<file path="config.mk">
export PLATFORM = sky130hd
export DESIGN_NAME = right_line_out_mixer_regs
export DESIGN_NICKNAME = d
export VERILOG_FILES = /design/src/logic/right_line_out_mixer_regs.v /design/src/logic/gain_stepper.v
export VERILOG_INCLUDE_DIRS = /design/src /design/src/logic
export SDC_FILE = /design/constraint.sdc
export NUM_CORES = 1
export LEC_CHECK = 0
export BUFFER_PORTS_ARGS = -buffer_cell sky130_fd_sc_hd__buf_2
export CAP_MARGIN = 0
export CORE_MARGIN = 10
export CORE_UTILIZATION = 44
export CTS_CLUSTER_SIZE = 20
export DETAILED_ROUTE_END_ITERATION = 7
export PLACE_DENSITY_LB_ADDON = 0.05
export SYNTH_ARGS = -nofsm -noshare
export SYNTH_HDL_FRONTEND = slang
export SYNTH_SLANG_ARGS = --single-unit
</file>
<file path="constraint.sdc">
create_clock -name core_clk -period 3.6 [get_ports core_clk]
set_input_delay 0.36 -clock core_clk [delete_from_list [all_inputs] [get_ports core_clk]]
set_output_delay 0.36 -clock core_clk [all_outputs]
set_load 0.01 [all_outputs]
</file>
<file path="src/logic/rline_mix_map.vh">
// Purpose: offsets, field positions, reset values for the right line-output mixer registers
// Assumes: 7-bit register address, 8-bit data, one register per address
// Notes: gain code meaning lives in the analog block
`ifndef RLINE_MIX_MAP_VH
`define RLINE_MIX_MAP_VH

// ----------------------------------------
// offsets
// ----------------------------------------
`define OFS_SECOND_LINE_IN_LEFT_GAIN 7'h57
`define OFS_LPRE_GAIN 7'h58
`define OFS_LDAC_GAIN 7'h59
`define OFS_SECOND_LINE_IN_RIGHT_GAIN 7'h5A
`define OFS_RPRE_GAIN 7'h5B
`define OFS_RDAC_GAIN 7'h5C
`define OFS_OUT_LEVEL 7'h5D
`define OFS_PWR_STATUS 7'h5E

// ----------------------------------------
// fields
// ----------------------------------------
`define ROUTE_BIT 7
`define GAIN_MSB 6
`define LEVEL_MSB 7
`define LEVEL_LSB 4
`define MUTE_BIT 3
`define RSVD_BIT 2
`define PENDING_BIT 1
`define POWERED_BIT 0
`define LEVEL_MAX 4'h9

// ----------------------------------------
// reset values
// ----------------------------------------
`define GAIN_RESET 8'h00
`define LEVEL_RESET 4'h0

// ----------------------------------------
// timing
// ----------------------------------------
`define STEP_NS 1000
`define CLK_NS 10

`endif

</file>
<file path="src/logic/right_line_out_mixer_regs.v">
// Purpose: register bank for the right line-output mixer and module power status
// Assumes: control port gives address, write strobe, read strobe, 8-bit data on core_clk
// Notes: power status inputs are async analog flags, synchronised before use
`include "rline_mix_map.vh"
module right_line_out_mixer_regs #(
	parameter STEP_CYCLES = (`STEP_NS + `CLK_NS - 1) / `CLK_NS
) (
	input wire core_clk,
	input wire rst_b,
	input wire [6:0] regAddr,
	input wire regWrite,
	input wire regRead,
	input wire [7:0] regWdata,
	output reg [7:0] regRdata,
	output reg regHit,
	input wire rightLineOutputPowered,
	input wire [6:0] modulePowered,
	output reg [5:0] routeEnable,
	output reg [41:0] appliedGain,
	output reg [3:0] rightLineOutputLevel,
	output reg rightLineOutputUnmute,
	output reg rsvdLevelBit
);
	// ----------------------------------------
	// helpers
	// ----------------------------------------
	function [2:0] srcIndex;
		input [6:0] a;
		begin
			srcIndex = a[2:0] + 3'h1;
		end
	endfunction

	function isSource;
		input [6:0] a;
		begin
			isSource = (a >= `OFS_SECOND_LINE_IN_LEFT_GAIN) && (a <= `OFS_RDAC_GAIN);
		end
	endfunction

	// codes above nine are reserved and never reach the analog level
	function levelLegal;
		input [3:0] code;
		begin
			levelLegal = (code <= `LEVEL_MAX);
		end
	endfunction

	function [7:0] levelStatus;
		input [3:0] lvl;
		input mt;
		input rs;
		input pd;
		input pw;
		begin
			levelStatus = {lvl, mt, rs, pd, pw};
		end
	endfunction

	// ----------------------------------------
	// storage
	// ----------------------------------------
	reg [7:0] srcReg [0:5];
	reg [3:0] level;
	reg mute;
	reg rsvd;
	reg pwrMeta;
	reg pwrSync;
	reg [6:0] modMeta;
	reg [6:0] modSync;
	wire [5:0] pend;
	wire [41:0] applied;
	wire anyPending;
	integer i;
	reg [5:0] next_srcWe;
	reg [3:0] next_level;
	reg next_mute;
	reg next_rsvd;
	reg [7:0] next_regRdata;
	reg next_regHit;
	wire [2:0] selIdx;
	wire addrSrc;
	wire addrLevel;
	wire addrPower;
	wire addrMapped;

	// ----------------------------------------
	// address decode
	// ----------------------------------------
	assign addrSrc = isSource(regAddr);
	assign addrLevel = (regAddr == `OFS_OUT_LEVEL);
	assign addrPower = (regAddr == `OFS_PWR_STATUS);
	assign addrMapped = addrSrc || addrLevel || addrPower;
	// only meaningful while addrSrc is high
	assign selIdx = srcIndex(regAddr);

	// ----------------------------------------
	// write decode
	// ----------------------------------------
	always @* begin
		next_srcWe = 6'h00;
		next_level = level;
		next_mute = mute;
		next_rsvd = rsvd;
		if (regWrite) begin
			if (addrSrc) begin
				next_srcWe[selIdx] = 1'b1;
			end else if (addrLevel) begin
				// reserved codes keep the previous level
				if (levelLegal(regWdata[`LEVEL_MSB:`LEVEL_LSB]))
					next_level = regWdata[`LEVEL_MSB:`LEVEL_LSB];
				next_mute = regWdata[`MUTE_BIT];
				next_rsvd = regWdata[`RSVD_BIT];
			end
			// status bits and power status have no storage to write
		end
	end

	// ----------------------------------------
	// read decode
	// ----------------------------------------
	always @* begin
		next_regRdata = regRdata;
		next_regHit = 1'b0;
		if (regRead) begin
			next_regHit = addrMapped;
			if (addrSrc)
				next_regRdata = srcReg[selIdx];
			else if (addrLevel)
				next_regRdata = levelStatus(level, mute, rsvd, anyPending, pwrSync);
			else if (addrPower)
				// bit 0 has no source, reads zero
				next_regRdata = {modSync, 1'b0};
			else
				next_regRdata = 8'h00;
		end
	end

	// ----------------------------------------
	// status synchronisers
	// ----------------------------------------
	always @(posedge core_clk or negedge rst_b) begin
		if (!rst_b) begin
			pwrMeta <= 1'b0;
			pwrSync <= 1'b0;
			modMeta <= 7'h00;
			modSync <= 7'h00;
		end else begin
			pwrMeta <= rightLineOutputPowered;
			pwrSync <= pwrMeta;
			modMeta <= modulePowered;
			modSync <= modMeta;
		end
	end

	// ----------------------------------------
	// writes
	// ----------------------------------------
	always @(posedge core_clk or negedge rst_b) begin
		if (!rst_b) begin
			for (i = 0; i < 6; i = i + 1)
				srcReg[i] <= `GAIN_RESET;
			level <= `LEVEL_RESET;
			mute <= 1'b0;
			rsvd <= 1'b0;
		end else begin
			for (i = 0; i < 6; i = i + 1)
				if (next_srcWe[i])
					srcReg[i] <= regWdata;
			level <= next_level;
			mute <= next_mute;
			rsvd <= next_rsvd;
		end
	end

	// ----------------------------------------
	// gain ramping, one stepper per source
	// ----------------------------------------
	genvar g;
	generate
		for (g = 0; g < 6; g = g + 1) begin : ramp
			gain_stepper #(
				.STEP_CYCLES(STEP_CYCLES)
			) stepper (
				.core_clk(core_clk),
				.rst_b(rst_b),
				.target(srcReg[g][`GAIN_MSB:0]),
				.applied(applied[g*7 +: 7]),
				.pending(pend[g])
			);
		end
	endgenerate

	// pending while any gain still ramps
	assign anyPending = |pend;

	// ----------------------------------------
	// outputs and read data
	// ----------------------------------------
	always @(posedge core_clk or negedge rst_b) begin
		if (!rst_b) begin
			regRdata <= 8'h00;
			regHit <= 1'b0;
			routeEnable <= 6'h00;
			appliedGain <= 42'h000_0000_0000;
			rightLineOutputLevel <= `LEVEL_RESET;
			rightLineOutputUnmute <= 1'b0;
			rsvdLevelBit <= 1'b0;
		end else begin
			for (i = 0; i < 6; i = i + 1)
				routeEnable[i] <= srcReg[i][`ROUTE_BIT];
			appliedGain <= applied;
			rightLineOutputLevel <= level;
			rightLineOutputUnmute <= mute;
			rsvdLevelBit <= rsvd;
			// read data holds until the next read
			regHit <= next_regHit;
			regRdata <= next_regRdata;
		end
	end
endmodule

</file>
<file path="src/logic/gain_stepper.v">
// Purpose: walks one applied gain code toward its programmed target
// Assumes: target from the register file, same clock
// Notes: one code step per step period; pending while applied differs from target
`include "rline_mix_map.vh"
module gain_stepper #(
	parameter STEP_CYCLES = (`STEP_NS + `CLK_NS - 1) / `CLK_NS
) (
	input wire core_clk,
	input wire rst_b,
	input wire [6:0] target,
	output reg [6:0] applied,
	output reg pending
);
	reg [15:0] tick;
	wire stepNow;

	assign stepNow = (tick == STEP_CYCLES[15:0] - 16'h0001);

	always @(posedge core_clk or negedge rst_b) begin
		if (!rst_b) begin
			tick <= 16'h0000;
			applied <= 7'h00;
			pending <= 1'b0;
		end else begin
			tick <= stepNow ? 16'h0000 : tick + 16'h0001;
			if (stepNow && applied != target)
				applied <= (applied < target) ? applied + 7'h01 : applied - 7'h01;
			pending <= (applied != target);
		end
	end
endmodule

</file>
==> results.toml, run 1 <==
[routing]
drt.antenna.violating_nets = 0
drt_iter0_markers = 527
vias = 8513
wire_per_inst_um = 17.30
drc = 0
drt_pass1_iterations = 5
wl_mm = 28.66
viasPerCell = 5.141

[final_layout]
multi_input_comb_area_mm2 = 0.005794
diodes = 0
layout-area-overhead-vs-synth_pct = 16.67
final_nets = 1367
layout-drive-gt1-share = 0.1879
layout.area.seq_mm2 = 0.006932
instances_no_fill = 1656
nFillCells = 2580
final_cell_area_mm2 = 0.01518

[worst_setup_path]
cp.required_ns = 4.03
worstRegToRegCells = 12
critPathCaptureType = "flop"
worst-setup-path-type = "reg2reg"
crit_fanout = 8
worst_setup_path_start_kind = "flop"
worstPathArrival_ns = 3.46

[flow_run]
drv_cap = 0

[sta]
hold_viol_final = 0
rsz0062_at_grt = "false"
worst_pin_slew_ns = 1.009
min_period_over_period = 0.8424
drv_slew = 0
setup_violations = 0
tns_ns = 0
relSlewSlack = 0.3270
fin_worst_skew_ns = 0.01201
fmax_mhz = 329.7
fin_crit_ns = 3.033

[clock_tree]
clkTransAtPathRegs_ns = 0.06
clock_path_buffers = 3
cts_tree = "yes"
cts_buffers = 31
clkSinkCount = 277
cts_max_level = 1
cts_root_buf = "clkbuf_16"
clock_latency_ns = 0.56
ctsResizeCount = 0
post-cts-setup-buffers = 0

[synthesis]
synth_edf_count = 0
ys_seq_elements = 277
synth_top_area_cell = "dfrtp_1"
synth-main-ff-cell = "dfrtp_1"
synth_area_leaders = "dfrtp_1 (53%), ha_1 (8.4%), xnor2_1 (6.7%)"
syn_inst = 1123
async_reset_ff_frac = 1.000
yosysTopAreaCellShare = 0.5326
synth_area_mm2 = 0.01301
syn_avg_cell_area_um2 = 11.59
syn-num-nets = 1243
yosysUniqueCellTypes = 53
ys_seq_area_frac = 0.5326
yosys_warnings = 0

[hold_path]
hp-class = "in2reg"
min_path_cells = 2

[placement]
io_buffers = 89
hpwl_mm = 20.79
place_area_mm2 = 0.01397
place.gp.congestion = 0.8340
dp.cells = 1589

[global_route]
grt_max_degree = 128
first_global_vias = 8733
grtUsageTotal = 0.1584
grt_overflow = 0
grt_pass1_wl_mm = 47.61
antenna_found_initial = 2

[die]
die_area_mm2 = 0.03686
pin_count = 90
dieHeight_um = 192.0
core_mm2 = 0.02894
start_util = 0.4498
fp.dieW_um = 192.0
fp-row-count = 62

[run_status]
status = "finished, final reports clean"

[power_and_ir_drop]
swShare = 0.2511
powerDensity_mw_per_mm2 = 507.4
ir_worst_vdd_mv = 0.3364
comb_power_share = 0.125
internal-power_w = 0.005770
p_seq_frac = 0.434
clkPwrFrac = 0.441
leakagePower_nw = 7.383
p_switching_w = 0.001935
## kinds of logic after synthesis
logic type	Yosys count	share of synthesized area
buf+inv	72	0.02211
mux	86	0.07288
compound gates	161	0.07519
xor+xnor	125	0.08470
fa+ha+maj	93	0.09288
simple gates	309	0.1196
flops	277	0.5326
## per-stage QoR
stage | setup WS [ns] | power [W] | hold slack [ns] | util
4_1_cts | 0.5468 | 0.007810 | 0.1863 | 0.5247
5_1_grt | 0.3361 | 0.008086 | 0.2113 | 0.5247
6_report | 0.5673 | 0.007705 | 0.2062 | 0.5247
3_3_place_gp | 0.5912 | 0.004358 | 0.3350 | 0.4829
3_5_place_dp | 0.5766 | 0.004370 | 0.3347 | 0.4829
2_1_floorplan | 0.6152 | 0.004026 | 0.06441 | -
## cells in the mapped netlist (2+ instances only)
| cell type | n |
|---|---|
| dfrtp_1 | 277 |
| xnor2_1 | 99 |
| ha_1 | 87 |
| nor2_1 | 76 |
| mux2_2 | 70 |
| nand3_1 | 62 |
| nand2_1 | 61 |
| inv_1 | 54 |
| a21oi_1 | 53 |
| o21ai_0 | 52 |
| nand4_1 | 25 |
| xor2_1 | 25 |
| nor4_1 | 17 |
| and3_1 | 16 |
| mux2i_1 | 16 |
| nor2b_1 | 15 |
| a21o_1 | 13 |
| a211oi_1 | 11 |
| and2_1 | 8 |
| buf_2 | 8 |
| clkbuf_1 | 7 |
| a221o_1 | 6 |
| fa_1 | 6 |
| or2_2 | 5 |
| nor3_1 | 4 |
| o21bai_1 | 4 |
| a221oi_1 | 3 |
| nand3b_1 | 3 |
| o211ai_1 | 3 |
| or3_1 | 3 |
| or4_1 | 3 |
| a211o_1 | 2 |
| a21boi_0 | 2 |
| a311o_1 | 2 |
| and4_1 | 2 |
| buf_1 | 2 |
| nor4b_1 | 2 |
| o21ba_2 | 2 |
| o22ai_1 | 2 |
| o31ai_1 | 2 |
## registers in the layout, indices dropped and copies added (netlist names)
signal	count
ramp.stepper.tick	96
srcReg	48
appliedGain	42
ramp.stepper.applied	42
regRdata	8
modMeta	7
modSync	7
ramp.stepper.pending	6
routeEnable	6
level	4
rightLineOutputLevel	4
mute	1
pwrMeta	1
pwrSync	1
regHit	1
rightLineOutputUnmute	1
rsvd	1
rsvdLevelBit	1
## worst max-delay path: stages, from the launching register on
cell      delay (ns)
dfrtp_1         0.42
inv_1           0.07
ha_1            0.29
a211oi_1        0.25
nor2_1          0.08
a211o_1         0.41
fa_1            0.45
a21o_1          0.19
o21ba_2         0.21
o22ai_1         0.16
xnor2_1         0.14
nand3_1         0.10
xnor2_1         0.16
## final cells by class
| class | count | share of cell area |
|---|---|---|
| flip-flops and latches | 277 | 0.4565 |
| multi-input cells | 774 | 0.3816 |
| clock buffers | 44 | 0.06024 |
| repair buffers | 109 | 0.04302 |
| well taps | 384 | 0.03164 |
| clock inverters | 14 | 0.01360 |
| inverters | 54 | 0.01335 |
## timing repair
action | in CTS | in global routing
hold endpoints to repair | 98 | 0
setup endpoints to repair | 0 | 0
hold buffers | 9 | 0
## power by group through the flow
stage               clock, W  sequential (W)  combinational, W
detailed placement         0         0.00340          0.000969
CTS                  0.00348         0.00335          0.000983
global placement           0         0.00340          0.000957
floorplan                  0         0.00335          0.000672
global route         0.00362         0.00336           0.00111
finish               0.00339         0.00334          0.000966
## metal layers
layer  wire [um]  track usage  vias to the layer above  share of wire
li1            -            -                     4206              -
met1       13510       0.2169                     4141           0.47
met2       13430       0.2558                      115           0.47
met3        1076      0.02720                       47          0.038
met4         610      0.04025                        4          0.021
met5          33            0                        -         0.0012
## cells in the final DEF, fill, tap and decap left out, types with 31 or more instances in the layout
cell	instances
buf_2	88
nor2_1	76
xnor2_1	99
clkbuf_16	31
a21oi_1	53
dfrtp_1	277
o21ai_0	52
nand2_1	61
ha_1	87
nand3_1	62
mux2_2	70
inv_1	54
## worst paths after layout
check	from	to	slack (ns)
min	regWdata[1]	srcReg[9]$_DFFE_PN0P_	0.21
max in group asynchronous	rst_b	appliedGain[15]$_DFF_PN0_	2.17
min in group asynchronous	rst_b	ramp[3].stepper.tick[12]$_DFF_PN0_	0.46
max reg2reg	srcReg[36]$_DFFE_PN0P_	ramp[1].stepper.applied[6]$_DFFE_PN0P_	0.57
max	srcReg[36]$_DFFE_PN0P_	ramp[1].stepper.applied[6]$_DFFE_PN0P_	0.57
min reg2reg	pwrMeta$_DFF_PN0_	pwrSync$_DFF_PN0_	0.35
Power figures use the tool's default switching activity.
==> inputs of run 2 (changes only) <==
==> constraint.sdc (replaced) <==
create_clock -name core_clk -period 2.89 [get_ports core_clk]
set_input_delay 0.289 -clock core_clk [delete_from_list [all_inputs] [get_ports core_clk]]
set_output_delay 0.289 -clock core_clk [all_outputs]
set_load 0.01 [all_outputs]
==> run 2 against run 1 <==
  * Combinational power grew 51%
  * Clock skew grew 0.00071 ns
  * Final area grew 4.4%
  * Routed wire length grew 3.6%
  * Core utilization grew 2.3 points
  * Setup slack lost 0.46 ns
  * Critical path depth grew 1
  * Critical endpoint unchanged
  * Highest routed layer is now met4
==> results.toml, run 2 (synthesis gave the netlist of run 1 again) <==
[sta]
fin_crit_ns = 2.784
fin_worst_skew_ns = 0.01272
relSlewSlack = 0.5053
worst_pin_slew_ns = 0.7421
min_period_over_period = 0.9634
setup_violations = 0
fmax_mhz = 359.2
drv_slew = 0
hold_viol_final = 0

[die]
fp.dieW_um = 192.0
core_mm2 = 0.02894
start_util = 0.4498
dieHeight_um = 192.0
fp-row-count = 62
pin_count = 90
die_area_mm2 = 0.03686

[routing]
drt_pass1_iterations = 6
wire_per_inst_um = 17.29
drc = 0
viasPerCell = 5.094
vias = 8747
drt.antenna.violating_nets = 0
drt_iter0_markers = 457
wl_mm = 29.68

[final_layout]
reg_top3 = "ramp.stepper.tick: 96 flops, srcReg: 48 flops"
layout_common_cells = "dfrtp_1 (277), xnor2_1 (99), buf_2 (88), ha_1 (77), nor2_1 (76)"
layout-area-overhead-vs-synth_pct = 21.79
final_util = 0.5477
final_cell_area_mm2 = 0.01585
layout.cells.most_common = "dfrtp_1"
layout-drive-gt1-share = 0.2502
nFillCells = 2540
largest_register_ffs = 96
largest_register = "ramp.stepper.tick"
instances_no_fill = 1717
final_nets = 1428

[hold_path]
hp-class = "in2reg"

[power_and_ir_drop]
leakagePower_nw = 7.707
ir_worst_vdd_mv = 0.5234
power_w = 0.009754
powerDensity_mw_per_mm2 = 615.4

[placement]
hpwl_mm = 21.36
dp.cells = 1644
place.gp.congestion = 0.8577
io_buffers = 89
place_area_mm2 = 0.01439

[clock_tree]
cts_root_buf = "clkbuf_16"
cts_max_level = 1
cts_buffers = 31
clkSinkCount = 277
clock_latency_ns = 0.57
clkTransAtPathRegs_ns = 0.06
clock_path_buffers = 3
cts_tree = "yes"

[worst_setup_path]
critPathCaptureType = "flop"
worstPathArrival_ns = 3.24
worst_setup_path_start_kind = "flop"
critPathMaxStageDelay_ns = 0.38
crit_fanout = 4
worstPathCellList = "inv_1, ha_1, a211oi_2, nor2_1, a211o_1, buf_6, ha_1, o21ai_0, o21ba_2, o22ai_2, xnor2_1, nand3_1, xnor2_1"
worst-setup-path-type = "reg2reg"
cp.required_ns = 3.34
cp_slowest_cell = "dfrtp_1"
r2r_slack_ns = 0.11

[global_route]
grt_max_degree = 95
antenna_found_initial = 3
grt_overflow = 0
grtUsageTotal = 0.1613
grt_pass1_wl_mm = 48.20
first_global_vias = 8903

[flow_run]
drv_cap = 0

[run_status]
status = "finished, final reports clean"
run 2: cell count changes in the layout (fill, tap and decap cells not counted), moves of 6 or more:
cell | before | now
ha_1 | 87 | 77
a211oi_2 | 0 | 6
buf_4 | 9 | 68
ha_4 | 0 | 10
a211oi_1 | 11 | 5
run 2: layout make-up:
type / count / area [um^2] / area share
Sequential cell: 277 / 6932 / 0.4374
Clock inverter: 17 / 224.0 / 0.01413
Clock buffer: 39 / 855.8 / 0.05400
Antenna cell: 2 / 5.005 / 0.0003158
Tap cell: 384 / 480.5 / 0.03031
Multi-Input combinational cell: 774 / 6031 / 0.3805
Inverter: 54 / 202.7 / 0.01279
Timing Repair Buffer: 170 / 1119 / 0.07058
run 2: path summary, 6_finish.rpt:
path / start / to / depth (start not counted)
worst max-delay path: srcReg[36]$_DFFE_PN0P_ / ramp[1].stepper.applied[6]$_DFFE_PN0P_ / 13
worst min-delay path: regWdata[1] / srcReg[25]$_DFFE_PN0P_ / 2
worst max register to register: srcReg[36]$_DFFE_PN0P_ / ramp[1].stepper.applied[6]$_DFFE_PN0P_ / 13
worst min register to register: modMeta[6]$_DFF_PN0_ / modSync[6]$_DFF_PN0_ / 0
max in group asynchronous: rst_b / ramp[2].stepper.tick[13]$_DFF_PN0_ / 3
min in group asynchronous: rst_b / ramp[4].stepper.tick[5]$_DFF_PN0_ / 2
run 2: routing by layer:
layer	GRT usage	vias to the layer above	share of wire
li1	-	4326	-
met5	0	-	0
met3	0.02974	47	0.047
met4	0.04711	0	0.026
met2	0.2578	124	0.47
met1	0.2195	4250	0.46
run 2: what timing repair did:
| action | CTS | global route |
|---|---|---|
| endpoints found under the hold margin | 95 | 0 |
| pin swaps | 1 | 10 |
| setup endpoints to repair | 1 | 14 |
| buffers inserted | 0 | 6 |
| gates resized for setup | 2 | 36 |
| hold buffers | 9 | 0 |
run 2: per-stage QoR:
stage | hold slack [ns] | worst slack, ns | setup TNS, ns
floorplan | -0.006591 | 0.04986 | 0
global placement | 0.3321 | 0.01525 | 0
detailed placement | 0.3370 | 0.01668 | 0
CTS | 0.07845 | 0.005504 | 0
global route | 0.08339 | -0.02353 | -0.06228
finish | 0.1011 | 0.1058 | 0
run 2: power by group:
group / internal [W] / switching (W) / total, W / leakage [nW]
combinational: 0.000682 / 0.000782 / 0.00146 / 3.48
clock: 0.00253 / 0.00161 / 0.00414 / 0.525
sequential: 0.00404 / 0.000117 / 0.00415 / 3.70
total: 0.00725 / 0.00251 / 0.00975 / 7.71
run 2: critical path, delay by kind of cell, from the launching register on:
| family | cells | cell delay (ns) |
|---|---|---|
| xor gates and xnor gates | 2 | 0.29 |
| buffers and inverters | 2 | 0.23 |
| AOI/OAI and AO/OA | 5 | 0.99 |
| adders and majority gates | 2 | 0.60 |
| and+or+nand+nor | 2 | 0.18 |
| DFF | 1 | 0.38 |
